File: src/pkg/paor_pkg.sv
package paor_pkg;
  localparam int ADDR_W = 10;
  localparam int DATA_W = 32;
  localparam int REG_W = 8;

  // Register indices; byte address is four times the index
  localparam logic [7:0] IDX_P1_HIGH_CTRL = 8'ha3;
  localparam logic [7:0] IDX_P3_LOW_CTRL = 8'ha4;
  localparam logic [7:0] IDX_P3_HIGH_CTRL = 8'ha5;
  localparam logic [7:0] IDX_ALT_OUT_EN = 8'ha6;
  localparam logic [7:0] IDX_ROUTE_STATUS = 8'ha7;

  localparam logic [7:0] RST_P1_HIGH_CTRL = 8'h00;
  localparam logic [7:0] RST_P3_LOW_CTRL = 8'h55;
  localparam logic [7:0] RST_P3_HIGH_CTRL = 8'h00;
  localparam logic [7:0] RST_ALT_OUT_EN = 8'h00;
  // Bit 6 of the port3 high register is reserved and reads zero
  localparam logic [7:0] P3H_WMASK = 8'hbf;

  // Bit positions inside the enable registers
  localparam int BIT_T0_OUT_EN = 7;
  localparam int BIT_PWM_B_PRI = 7;
  localparam int BIT_PWM_B_SEC = 6;
  localparam int BIT_PWM_A_PRI = 5;
  localparam int BIT_PWM_A_SEC = 4;
  localparam int BIT_CLK_OUT = 3;
  localparam int BIT_T2_OUT = 2;
  localparam int BIT_SEG19 = 1;
  localparam int BIT_SEG18 = 0;

  // Pin positions inside each port
  localparam int PIN_T0 = 4;
  localparam int PIN_PWM_B_PRI = 3;
  localparam int PIN_PWM_B_SEC = 3;
  localparam int PIN_PWM_A_PRI = 2;
  localparam int PIN_PWM_A_SEC = 2;
  localparam int PIN_CLK = 4;
  localparam int PIN_T2 = 0;

  localparam logic [7:0] PIN_RST = 8'hff;
  localparam int T0_DIV = 64;
  localparam int T2_DIV = 2;

  localparam logic [1:0] RESP_OKAY = 2'h0;
  localparam logic [1:0] RESP_SLVERR = 2'h2;

  typedef enum logic [0:0] {
    PAOR_BUS_IDLE = 1'b0,
    PAOR_BUS_ACK = 1'b1
  } paor_bus_state_e;
endpackage : paor_pkg

File: src/pkg/paor_route_if.sv
`timescale 1ns/1ps
interface paor_route_if;
  logic [7:0] alt_en;
  logic t0_out_en;
  logic timer_a_div64_out;
  logic timer_c_div2_out;
  logic sysclk_half_out;

  modport cfg (output alt_en, output t0_out_en,
    input timer_a_div64_out, input timer_c_div2_out, input sysclk_half_out);
  modport div (output timer_a_div64_out, output timer_c_div2_out, output sysclk_half_out);
  modport mux (input alt_en, input t0_out_en,
    input timer_a_div64_out, input timer_c_div2_out, input sysclk_half_out);
endinterface : paor_route_if

File: src/logic/paor_dividers.sv
`timescale 1ns/1ps
module paor_dividers #(
  parameter int T0_RATIO = paor_pkg::T0_DIV,
  parameter int T2_RATIO = paor_pkg::T2_DIV
) (
  input wire logic clk_i,
  input wire logic rst_i,
  input wire logic t0_ovf_i,
  input wire logic t2_ovf_i,
  paor_route_if.div rt
);
  import paor_pkg::*;
  localparam int T0_HALF = T0_RATIO / 2;
  localparam int T2_HALF = T2_RATIO / 2;
  localparam int T0_CW = (T0_HALF > 1) ? $clog2(T0_HALF) : 1;
  localparam int T2_CW = (T2_HALF > 1) ? $clog2(T2_HALF) : 1;

  logic [T0_CW-1:0] t0_cnt_ff, nxt_t0_cnt;
  logic [T2_CW-1:0] t2_cnt_ff, nxt_t2_cnt;
  logic t0_out_ff, nxt_t0_out;
  logic t2_out_ff, nxt_t2_out;
  logic ck_half_ff, nxt_ck_half;

  // Output toggles every half ratio of overflows, giving one period per ratio
  always_comb begin
    nxt_t0_cnt = t0_cnt_ff;
    nxt_t0_out = t0_out_ff;
    nxt_t2_cnt = t2_cnt_ff;
    nxt_t2_out = t2_out_ff;
    nxt_ck_half = ~ck_half_ff;
    if (t0_ovf_i) begin
      if (t0_cnt_ff == T0_CW'(T0_HALF - 1)) begin
        nxt_t0_cnt = '0;
        nxt_t0_out = ~t0_out_ff;
      end else begin
        nxt_t0_cnt = t0_cnt_ff + T0_CW'(1);
      end
    end
    if (t2_ovf_i) begin
      if (t2_cnt_ff == T2_CW'(T2_HALF - 1)) begin
        nxt_t2_cnt = '0;
        nxt_t2_out = ~t2_out_ff;
      end else begin
        nxt_t2_cnt = t2_cnt_ff + T2_CW'(1);
      end
    end
  end

  always_ff @(posedge clk_i) begin
    if (rst_i) begin
      t0_cnt_ff <= '0;
      t0_out_ff <= 1'b0;
      t2_cnt_ff <= '0;
      t2_out_ff <= 1'b0;
      ck_half_ff <= 1'b0;
    end else begin
      t0_cnt_ff <= nxt_t0_cnt;
      t0_out_ff <= nxt_t0_out;
      t2_cnt_ff <= nxt_t2_cnt;
      t2_out_ff <= nxt_t2_out;
      ck_half_ff <= nxt_ck_half;
    end
  end

  assign rt.timer_a_div64_out = t0_out_ff;
  assign rt.timer_c_div2_out = t2_out_ff;
  assign rt.sysclk_half_out = ck_half_ff;
endmodule : paor_dividers

File: src/logic/paor_pin_mux.sv
`timescale 1ns/1ps
module paor_pin_mux (
  input wire logic clk_i,
  input wire logic rst_i,
  input wire logic [7:0] p1_data_i,
  input wire logic [7:0] p2_data_i,
  input wire logic [7:0] p3_data_i,
  input wire logic pwm_a_i,
  input wire logic pwm_b_i,
  input wire logic seg18_i,
  input wire logic seg19_i,
  paor_route_if.mux rt,
  output logic [7:0] p1_pin_o,
  output logic [7:0] p2_pin_o,
  output logic [7:0] p3_pin_o
);
  import paor_pkg::*;
  logic [7:0] p1_ff, nxt_p1;
  logic [7:0] p2_ff, nxt_p2;
  logic [7:0] p3_ff, nxt_p3;

  // Latch data is the default; each enabled alternate overrides its pin
  always_comb begin
    nxt_p1 = p1_data_i;
    nxt_p2 = p2_data_i;
    nxt_p3 = p3_data_i;
    if (rt.t0_out_en) nxt_p3[PIN_T0] = rt.timer_a_div64_out;
    if (rt.alt_en[BIT_PWM_A_PRI]) nxt_p1[PIN_PWM_A_PRI] = pwm_b_i;
    if (rt.alt_en[BIT_PWM_B_PRI]) nxt_p1[PIN_PWM_B_PRI] = pwm_a_i;
    if (rt.alt_en[BIT_CLK_OUT]) nxt_p1[PIN_CLK] = rt.sysclk_half_out;
    if (rt.alt_en[BIT_T2_OUT]) nxt_p1[PIN_T2] = rt.timer_c_div2_out;
    // Segment drive wins over the PWM copy when both claim the pin
    if (rt.alt_en[BIT_SEG19]) begin
      nxt_p2[PIN_PWM_B_SEC] = seg19_i;
    end else if (rt.alt_en[BIT_PWM_B_SEC]) begin
      nxt_p2[PIN_PWM_B_SEC] = pwm_a_i;
    end
    if (rt.alt_en[BIT_SEG18]) begin
      nxt_p2[PIN_PWM_A_SEC] = seg18_i;
    end else if (rt.alt_en[BIT_PWM_A_SEC]) begin
      nxt_p2[PIN_PWM_A_SEC] = pwm_b_i;
    end
  end

  always_ff @(posedge clk_i) begin
    if (rst_i) begin
      p1_ff <= PIN_RST;
      p2_ff <= PIN_RST;
      p3_ff <= PIN_RST;
    end else begin
      p1_ff <= nxt_p1;
      p2_ff <= nxt_p2;
      p3_ff <= nxt_p3;
    end
  end

  assign p1_pin_o = p1_ff;
  assign p2_pin_o = p2_ff;
  assign p3_pin_o = p3_ff;
endmodule : paor_pin_mux

File: src/logic/paor_top.sv
// Chosen here: the Avalon-MM interface to the registers.
`timescale 1ns/1ps
module paor_top #(
  parameter int T0_RATIO = paor_pkg::T0_DIV,
  parameter int T2_RATIO = paor_pkg::T2_DIV
) (
  input wire logic CLK_SYS_I,
  input wire logic SRST_I,
  input wire logic [paor_pkg::ADDR_W-1:0] AVS_ADDRESS_I,
  input wire logic AVS_READ_I,
  input wire logic AVS_WRITE_I,
  input wire logic [paor_pkg::DATA_W-1:0] AVS_WRITEDATA_I,
  input wire logic [3:0] AVS_BYTEENABLE_I,
  output logic [paor_pkg::DATA_W-1:0] AVS_READDATA_O,
  output logic AVS_WAITREQUEST_O,
  output logic [1:0] AVS_RESPONSE_O,
  input wire logic T0_OVF_I,
  input wire logic T2_OVF_I,
  input wire logic PWM_A_I,
  input wire logic PWM_B_I,
  input wire logic SEG18_I,
  input wire logic SEG19_I,
  input wire logic [7:0] P1_DATA_I,
  input wire logic [7:0] P2_DATA_I,
  input wire logic [7:0] P3_DATA_I,
  output logic [7:0] P1_PIN_O,
  output logic [7:0] P2_PIN_O,
  output logic [7:0] P3_PIN_O,
  output logic [7:0] P1_HIGH_CTRL_O,
  output logic [7:0] P3_LOW_CTRL_O,
  output logic [5:0] P3_HIGH_CTRL_O
);
  import paor_pkg::*;

  paor_bus_state_e state_ff, nxt_state;
  logic wait_ff, nxt_wait;
  logic [DATA_W-1:0] rdata_ff, nxt_rdata;
  logic [1:0] resp_ff, nxt_resp;
  logic [7:0] p1h_ff, nxt_p1h;
  logic [7:0] p3l_ff, nxt_p3l;
  logic [7:0] p3h_ff, nxt_p3h;
  logic [7:0] alt_ff, nxt_alt;
  logic [7:0] idx;
  logic req;
  logic wr_commit;

  paor_route_if rt ();

  function automatic logic idx_mapped(input logic [7:0] i);
    return (i == IDX_P1_HIGH_CTRL) || (i == IDX_P3_LOW_CTRL) ||
      (i == IDX_P3_HIGH_CTRL) || (i == IDX_ALT_OUT_EN) || (i == IDX_ROUTE_STATUS);
  endfunction : idx_mapped

  assign idx = AVS_ADDRESS_I[ADDR_W-1:2];
  assign req = AVS_READ_I | AVS_WRITE_I;
  // A write lands only at the edge where the master sees waitrequest low
  assign wr_commit = AVS_WRITE_I && (state_ff == PAOR_BUS_ACK) && AVS_BYTEENABLE_I[0];

  // Bus handshake: one wait cycle, then a single ready cycle per request
  always_comb begin
    nxt_state = state_ff;
    nxt_wait = wait_ff;
    nxt_rdata = rdata_ff;
    nxt_resp = resp_ff;
    case (state_ff)
      PAOR_BUS_IDLE: begin
        if (req) begin
          nxt_state = PAOR_BUS_ACK;
          nxt_wait = 1'b0;
          nxt_resp = idx_mapped(idx) ? RESP_OKAY : RESP_SLVERR;
          nxt_rdata = '0;
          if (AVS_READ_I) begin
            case (idx)
              IDX_P1_HIGH_CTRL: nxt_rdata[7:0] = p1h_ff;
              IDX_P3_LOW_CTRL: nxt_rdata[7:0] = p3l_ff;
              IDX_P3_HIGH_CTRL: nxt_rdata[7:0] = p3h_ff;
              IDX_ALT_OUT_EN: nxt_rdata[7:0] = alt_ff;
              IDX_ROUTE_STATUS: nxt_rdata[2:0] = {rt.sysclk_half_out,
                rt.timer_c_div2_out, rt.timer_a_div64_out};
              default: nxt_rdata = '0;
            endcase
          end
        end
      end
      PAOR_BUS_ACK: begin
        nxt_state = PAOR_BUS_IDLE;
        nxt_wait = 1'b1;
        nxt_resp = RESP_OKAY;
      end
      default: begin
        nxt_state = PAOR_BUS_IDLE;
        nxt_wait = 1'b1;
      end
    endcase
  end

  always_ff @(posedge CLK_SYS_I) begin
    if (SRST_I) begin
      state_ff <= PAOR_BUS_IDLE;
      wait_ff <= 1'b1;
      rdata_ff <= '0;
      resp_ff <= RESP_OKAY;
    end else begin
      state_ff <= nxt_state;
      wait_ff <= nxt_wait;
      rdata_ff <= nxt_rdata;
      resp_ff <= nxt_resp;
    end
  end

  // Register file; status index is read-only and writes to it are dropped
  always_comb begin
    nxt_p1h = p1h_ff;
    nxt_p3l = p3l_ff;
    nxt_p3h = p3h_ff;
    nxt_alt = alt_ff;
    if (wr_commit) begin
      case (idx)
        IDX_P1_HIGH_CTRL: nxt_p1h = AVS_WRITEDATA_I[7:0];
        IDX_P3_LOW_CTRL: nxt_p3l = AVS_WRITEDATA_I[7:0];
        IDX_P3_HIGH_CTRL: nxt_p3h = AVS_WRITEDATA_I[7:0] & P3H_WMASK;
        IDX_ALT_OUT_EN: nxt_alt = AVS_WRITEDATA_I[7:0];
        default: nxt_alt = alt_ff;
      endcase
    end
  end

  always_ff @(posedge CLK_SYS_I) begin
    if (SRST_I) begin
      p1h_ff <= RST_P1_HIGH_CTRL;
      p3l_ff <= RST_P3_LOW_CTRL;
      p3h_ff <= RST_P3_HIGH_CTRL;
      alt_ff <= RST_ALT_OUT_EN;
    end else begin
      p1h_ff <= nxt_p1h;
      p3l_ff <= nxt_p3l;
      p3h_ff <= nxt_p3h;
      alt_ff <= nxt_alt;
    end
  end

  assign rt.alt_en = alt_ff;
  assign rt.t0_out_en = p3h_ff[BIT_T0_OUT_EN];

  paor_dividers #(
    .T0_RATIO(T0_RATIO),
    .T2_RATIO(T2_RATIO)
  ) u_div (
    .clk_i(CLK_SYS_I),
    .rst_i(SRST_I),
    .t0_ovf_i(T0_OVF_I),
    .t2_ovf_i(T2_OVF_I),
    .rt(rt.div)
  );

  paor_pin_mux u_mux (
    .clk_i(CLK_SYS_I),
    .rst_i(SRST_I),
    .p1_data_i(P1_DATA_I),
    .p2_data_i(P2_DATA_I),
    .p3_data_i(P3_DATA_I),
    .pwm_a_i(PWM_A_I),
    .pwm_b_i(PWM_B_I),
    .seg18_i(SEG18_I),
    .seg19_i(SEG19_I),
    .rt(rt.mux),
    .p1_pin_o(P1_PIN_O),
    .p2_pin_o(P2_PIN_O),
    .p3_pin_o(P3_PIN_O)
  );

  assign AVS_READDATA_O = rdata_ff;
  assign AVS_WAITREQUEST_O = wait_ff;
  assign AVS_RESPONSE_O = resp_ff;
  assign P1_HIGH_CTRL_O = p1h_ff;
  assign P3_LOW_CTRL_O = p3l_ff;
  assign P3_HIGH_CTRL_O = p3h_ff[5:0];
endmodule : paor_top

File: config.mk
export PLATFORM = sky130hd
export DESIGN_NAME = paor_top
export DESIGN_NICKNAME = d
export VERILOG_FILES = /design/src/pkg/paor_pkg.sv /design/src/pkg/paor_route_if.sv /design/src/logic/paor_dividers.sv /design/src/logic/paor_pin_mux.sv /design/src/logic/paor_top.sv
export SDC_FILE = /design/constraint.sdc
export NUM_CORES = 1
export LEC_CHECK = 0
export BUFFER_PORTS_ARGS = -buffer_cell sky130_fd_sc_hd__buf_2
export CAP_MARGIN = 5
export CORE_MARGIN = 3
export CORE_UTILIZATION = 40
export DETAILED_ROUTE_END_ITERATION = 10
export PLACE_DENSITY = 0.8
export SLEW_MARGIN = 5
export SYNTH_ARGS = -nofsm -noshare
export SYNTH_HDL_FRONTEND = slang
export SYNTH_SLANG_ARGS = --single-unit
export TNS_END_PERCENT = 1
File: constraint.sdc
create_clock -name CLK_SYS_I -period 1.59 [get_ports CLK_SYS_I]
set_clock_uncertainty 0.2 [all_clocks]
set_input_delay 0.159 -clock CLK_SYS_I [delete_from_list [all_inputs] [get_ports CLK_SYS_I]]
set_output_delay 0.159 -clock CLK_SYS_I [all_outputs]
set_load 0.01 [all_outputs]
==> metrics <==
global-route wire length before repair 12.83 mm; setup TNS 0 ns; Chip Width roughly 95 um; Ports 161; Max-Cap Viols 0; cell with the most instances after synthesis dfxtp_1; Cell variety after synth 40; Final WS setup 0.004692 ns; vias in the first global route around 2700; ANT nets after route 0; post-layout net count 554; PD cells 882.6 nW/um2; top_reg_cell synth dfxtp_1; vias per cell 4.711; minimum clock period 1.585 ns; setup slack, reg-to-reg 0.005 ns; largest net degree at the start of global routing 25; port bufs 106; worst hold path depth 3; top cells by count, synth dfxtp_1 (74), nor2_1 (43), mux2i_1 (33); clock slew at reported path FFs around 0.08 ns; CTS tree done; WL final 8.315 mm; reg2reg path depth 6; Synth area leader dfxtp_1; warnings from Yosys 0; dpl ws -0.07691 ns; post-placement cell count between 500 and 600; core footprint 7408 um2; total CTS buffers 9; DR DRC count 0; Layout area overhead 44.29%; clock tree sinks 74; synthesis-stage register bit count 74; Fmax approximately 0.63 GHz; Die H between 90 and 100 um; Placement Rows 31; total iterations of the first detailed-routing run 5; initial antenna violation count 1; Worst VDD drop between 400 and 500 uV; layout cells sized above 1 40.04%; die area 8930 um2; Reg2Reg Capture Point u_div.t0_cnt_ff[0]; status complete, no violations; Syn Std Cell Area 3133 um2; final setup vio count 0; Worst Setup Start Kind flop; final hold viol count 0; Yosys top cell area share 47.28%; Worst Setup SP u_div.t0_cnt_ff[1]; RePlAce Congestion 0.7513; Seq/Total Area, Yosys 47.28%; asr flop ratio synth 0%; iteration-0 DRC count of the detailed router 71; kind of end point of the critical path flop; Hold Path End AVS_RESPONSE_O[1]; top post-synthesis cells by area dfxtp_1 (47%), mux2i_1 (11%), buf_4 (6.5%), nor2_1 (5.2%), mux2_2 (4.0%); later-pin clock latency in the skew report 0.34 ns; drt wl/cell 14.41 um; htree depth 3; syn avg cell area 10.21 um2; GRT Residual Overflow 0; Initial Util 42.29%; EDFF count, synth 0; Total Routing Usage GR 18.49%; final worst path period share 99.70%; clock buffer depth 2; Crit Path Category flop to flop; Crit path arrival time 1.66 ns; root buf cell clkbuf_8; final-report max-slew violation count 0; FF-to-FF Start u_div.t0_cnt_ff[1]; Final Power 0.003990 W; HPWL Detailed 5.849 mm; cell count after synthesis 307; Max FO, Critical Path 5; Static Leakage between 2 and 2.5 nW; Hold Path Class input pin to flop; unrepaired setup endpoints after global routing yes; Crit path required time 1.67 ns; HP Start AVS_READ_I; post-route insts no fill 577; routed vias 2718
registers in the layout, indices dropped and copies added (netlist names):
register	count
AVS_READDATA_O	8
P1_HIGH_CTRL_O	8
P3_LOW_CTRL_O	8
alt_ff	8
u_mux.p1_pin_o	8
u_mux.p2_pin_o	8
u_mux.p3_pin_o	8
p3h_ff	7
u_div.t0_cnt_ff	5
AVS_RESPONSE_O	1
AVS_WAITREQUEST_O	1
state_ff	1
u_div.rt.sysclk_half_out	1
u_div.rt.timer_a_div64_out	1
u_div.rt.timer_c_div2_out	1
metal layers:
layer / vias to the layer above / global-route usage (%) / part of all wire [%]
li1: 1349 / - / -
met1: 1248 / 20.50 / 40
met2: 102 / 32.39 / 50
met3: 17 / 5.339 / 7.3
met4: 2 / 8.894 / 2.1
met5: - / 0 / 0.084
cell type report:
| class | count | area, um2 |
|---|---|---|
| fill | 608 | 2888 |
| multi-input combinational | 215 | 1525 |
| sequential | 74 | 1485 |
| timing repair buffer | 171 | 1156 |
| clock buffer | 9 | 123.9 |
| tap | 99 | 123.9 |
| clock inverter | 7 | 100.1 |
| inverter | 1 | 3.754 |
| antenna | 1 | 2.502 |
how the worst max path moves through the flow:
stage | depth (start not counted) | to | slack, ns
after floorplan | 6 | P1_HIGH_CTRL_O[1] | -0.005
after global placement | 6 | u_div.t0_cnt_ff[0] | -0.02
after detailed placement | 6 | P1_HIGH_CTRL_O[5] | -0.08
after CTS | 6 | u_div.t0_cnt_ff[0] | -0.01
after global routing | 5 | P1_HIGH_CTRL_O[5] | -0.06
final | 6 | u_div.t0_cnt_ff[0] | 0.005
metrics by stage:
step                      hold slack, ns  utilization [%]  instance area (um2)
after global placement            0.1420            51.53                 3817
final                            0.02188            61.02                 4521
after floorplan                  0.06281                -                 3233
after CTS                       0.008592            60.53                 4484
after global routing             0.02539            60.99                 4518
after detailed placement          0.1431            51.53                 3817
repair_timing:
item	CTS	global route
pin swaps	2	2
setup buffers	0	0
hold endpoints to repair	59	0
gates resized for setup	8	7
hold buffers	41	0
setup endpoints to repair	6	25
cell usage in the layout (no fill, tap or decap), types with 2 or more instances in the layout:
master / count
buf_2: 106
dfxtp_1: 71
nor2_1: 43
dlygate4sd3_1: 40
mux2i_1: 33
conb_1: 25
buf_4: 20
or2_2: 17
mux2_2: 11
nor2b_1: 10
clkbuf_8: 9
o2bb2ai_1: 8
a21oi_1: 6
nand3_1: 6
a211o_1: 6
a22oi_1: 5
o21ai_0: 5
nor3_1: 4
nand2b_1: 4
a22o_1: 4
a31oi_1: 3
dfxtp_2: 3
nor3_2: 2
nor4_1: 2
ha_4: 2
inv_6: 2
bufinv_16: 2
clkinv_4: 2
buf_6: 2
buf_12: 2
where the power goes:
part           switching (W)  leakage (nW)  internal [W]
registers          0.0000195         0.606       0.00190
logic               0.000212          1.37      0.000233
clock network       0.000728         0.114      0.000897
total               0.000960          2.09       0.00303
worst max-delay path, stage by stage, from the launching register on:
cell and delay [ns]:
dfxtp_2 0.34, ha_4 0.16, and3_4 0.18, ha_4 0.16, nand2b_4 0.14, mux2_2 0.26
nor2_1 0.07
cell families (layout without fill, tap and decap cells):
| group | Yosys count | after routing | share of synthesized area, % |
|---|---|---|---|
| and+or+nand+nor | 104 | 104 | 18.97 |
| muxes | 44 | 44 | 14.50 |
| DFF | 74 | 74 | 47.28 |
| other | 1 | 26 | 0.1197 |
| buffers and inverters | 42 | 188 | 8.906 |
| adders and majority gates | 2 | 2 | 0.7986 |
| xor gates and xnor gates | 2 | 2 | 0.5592 |
| AOI/OAI and AO/OA | 38 | 38 | 8.866 |
Power figures use the tool's default switching activity.
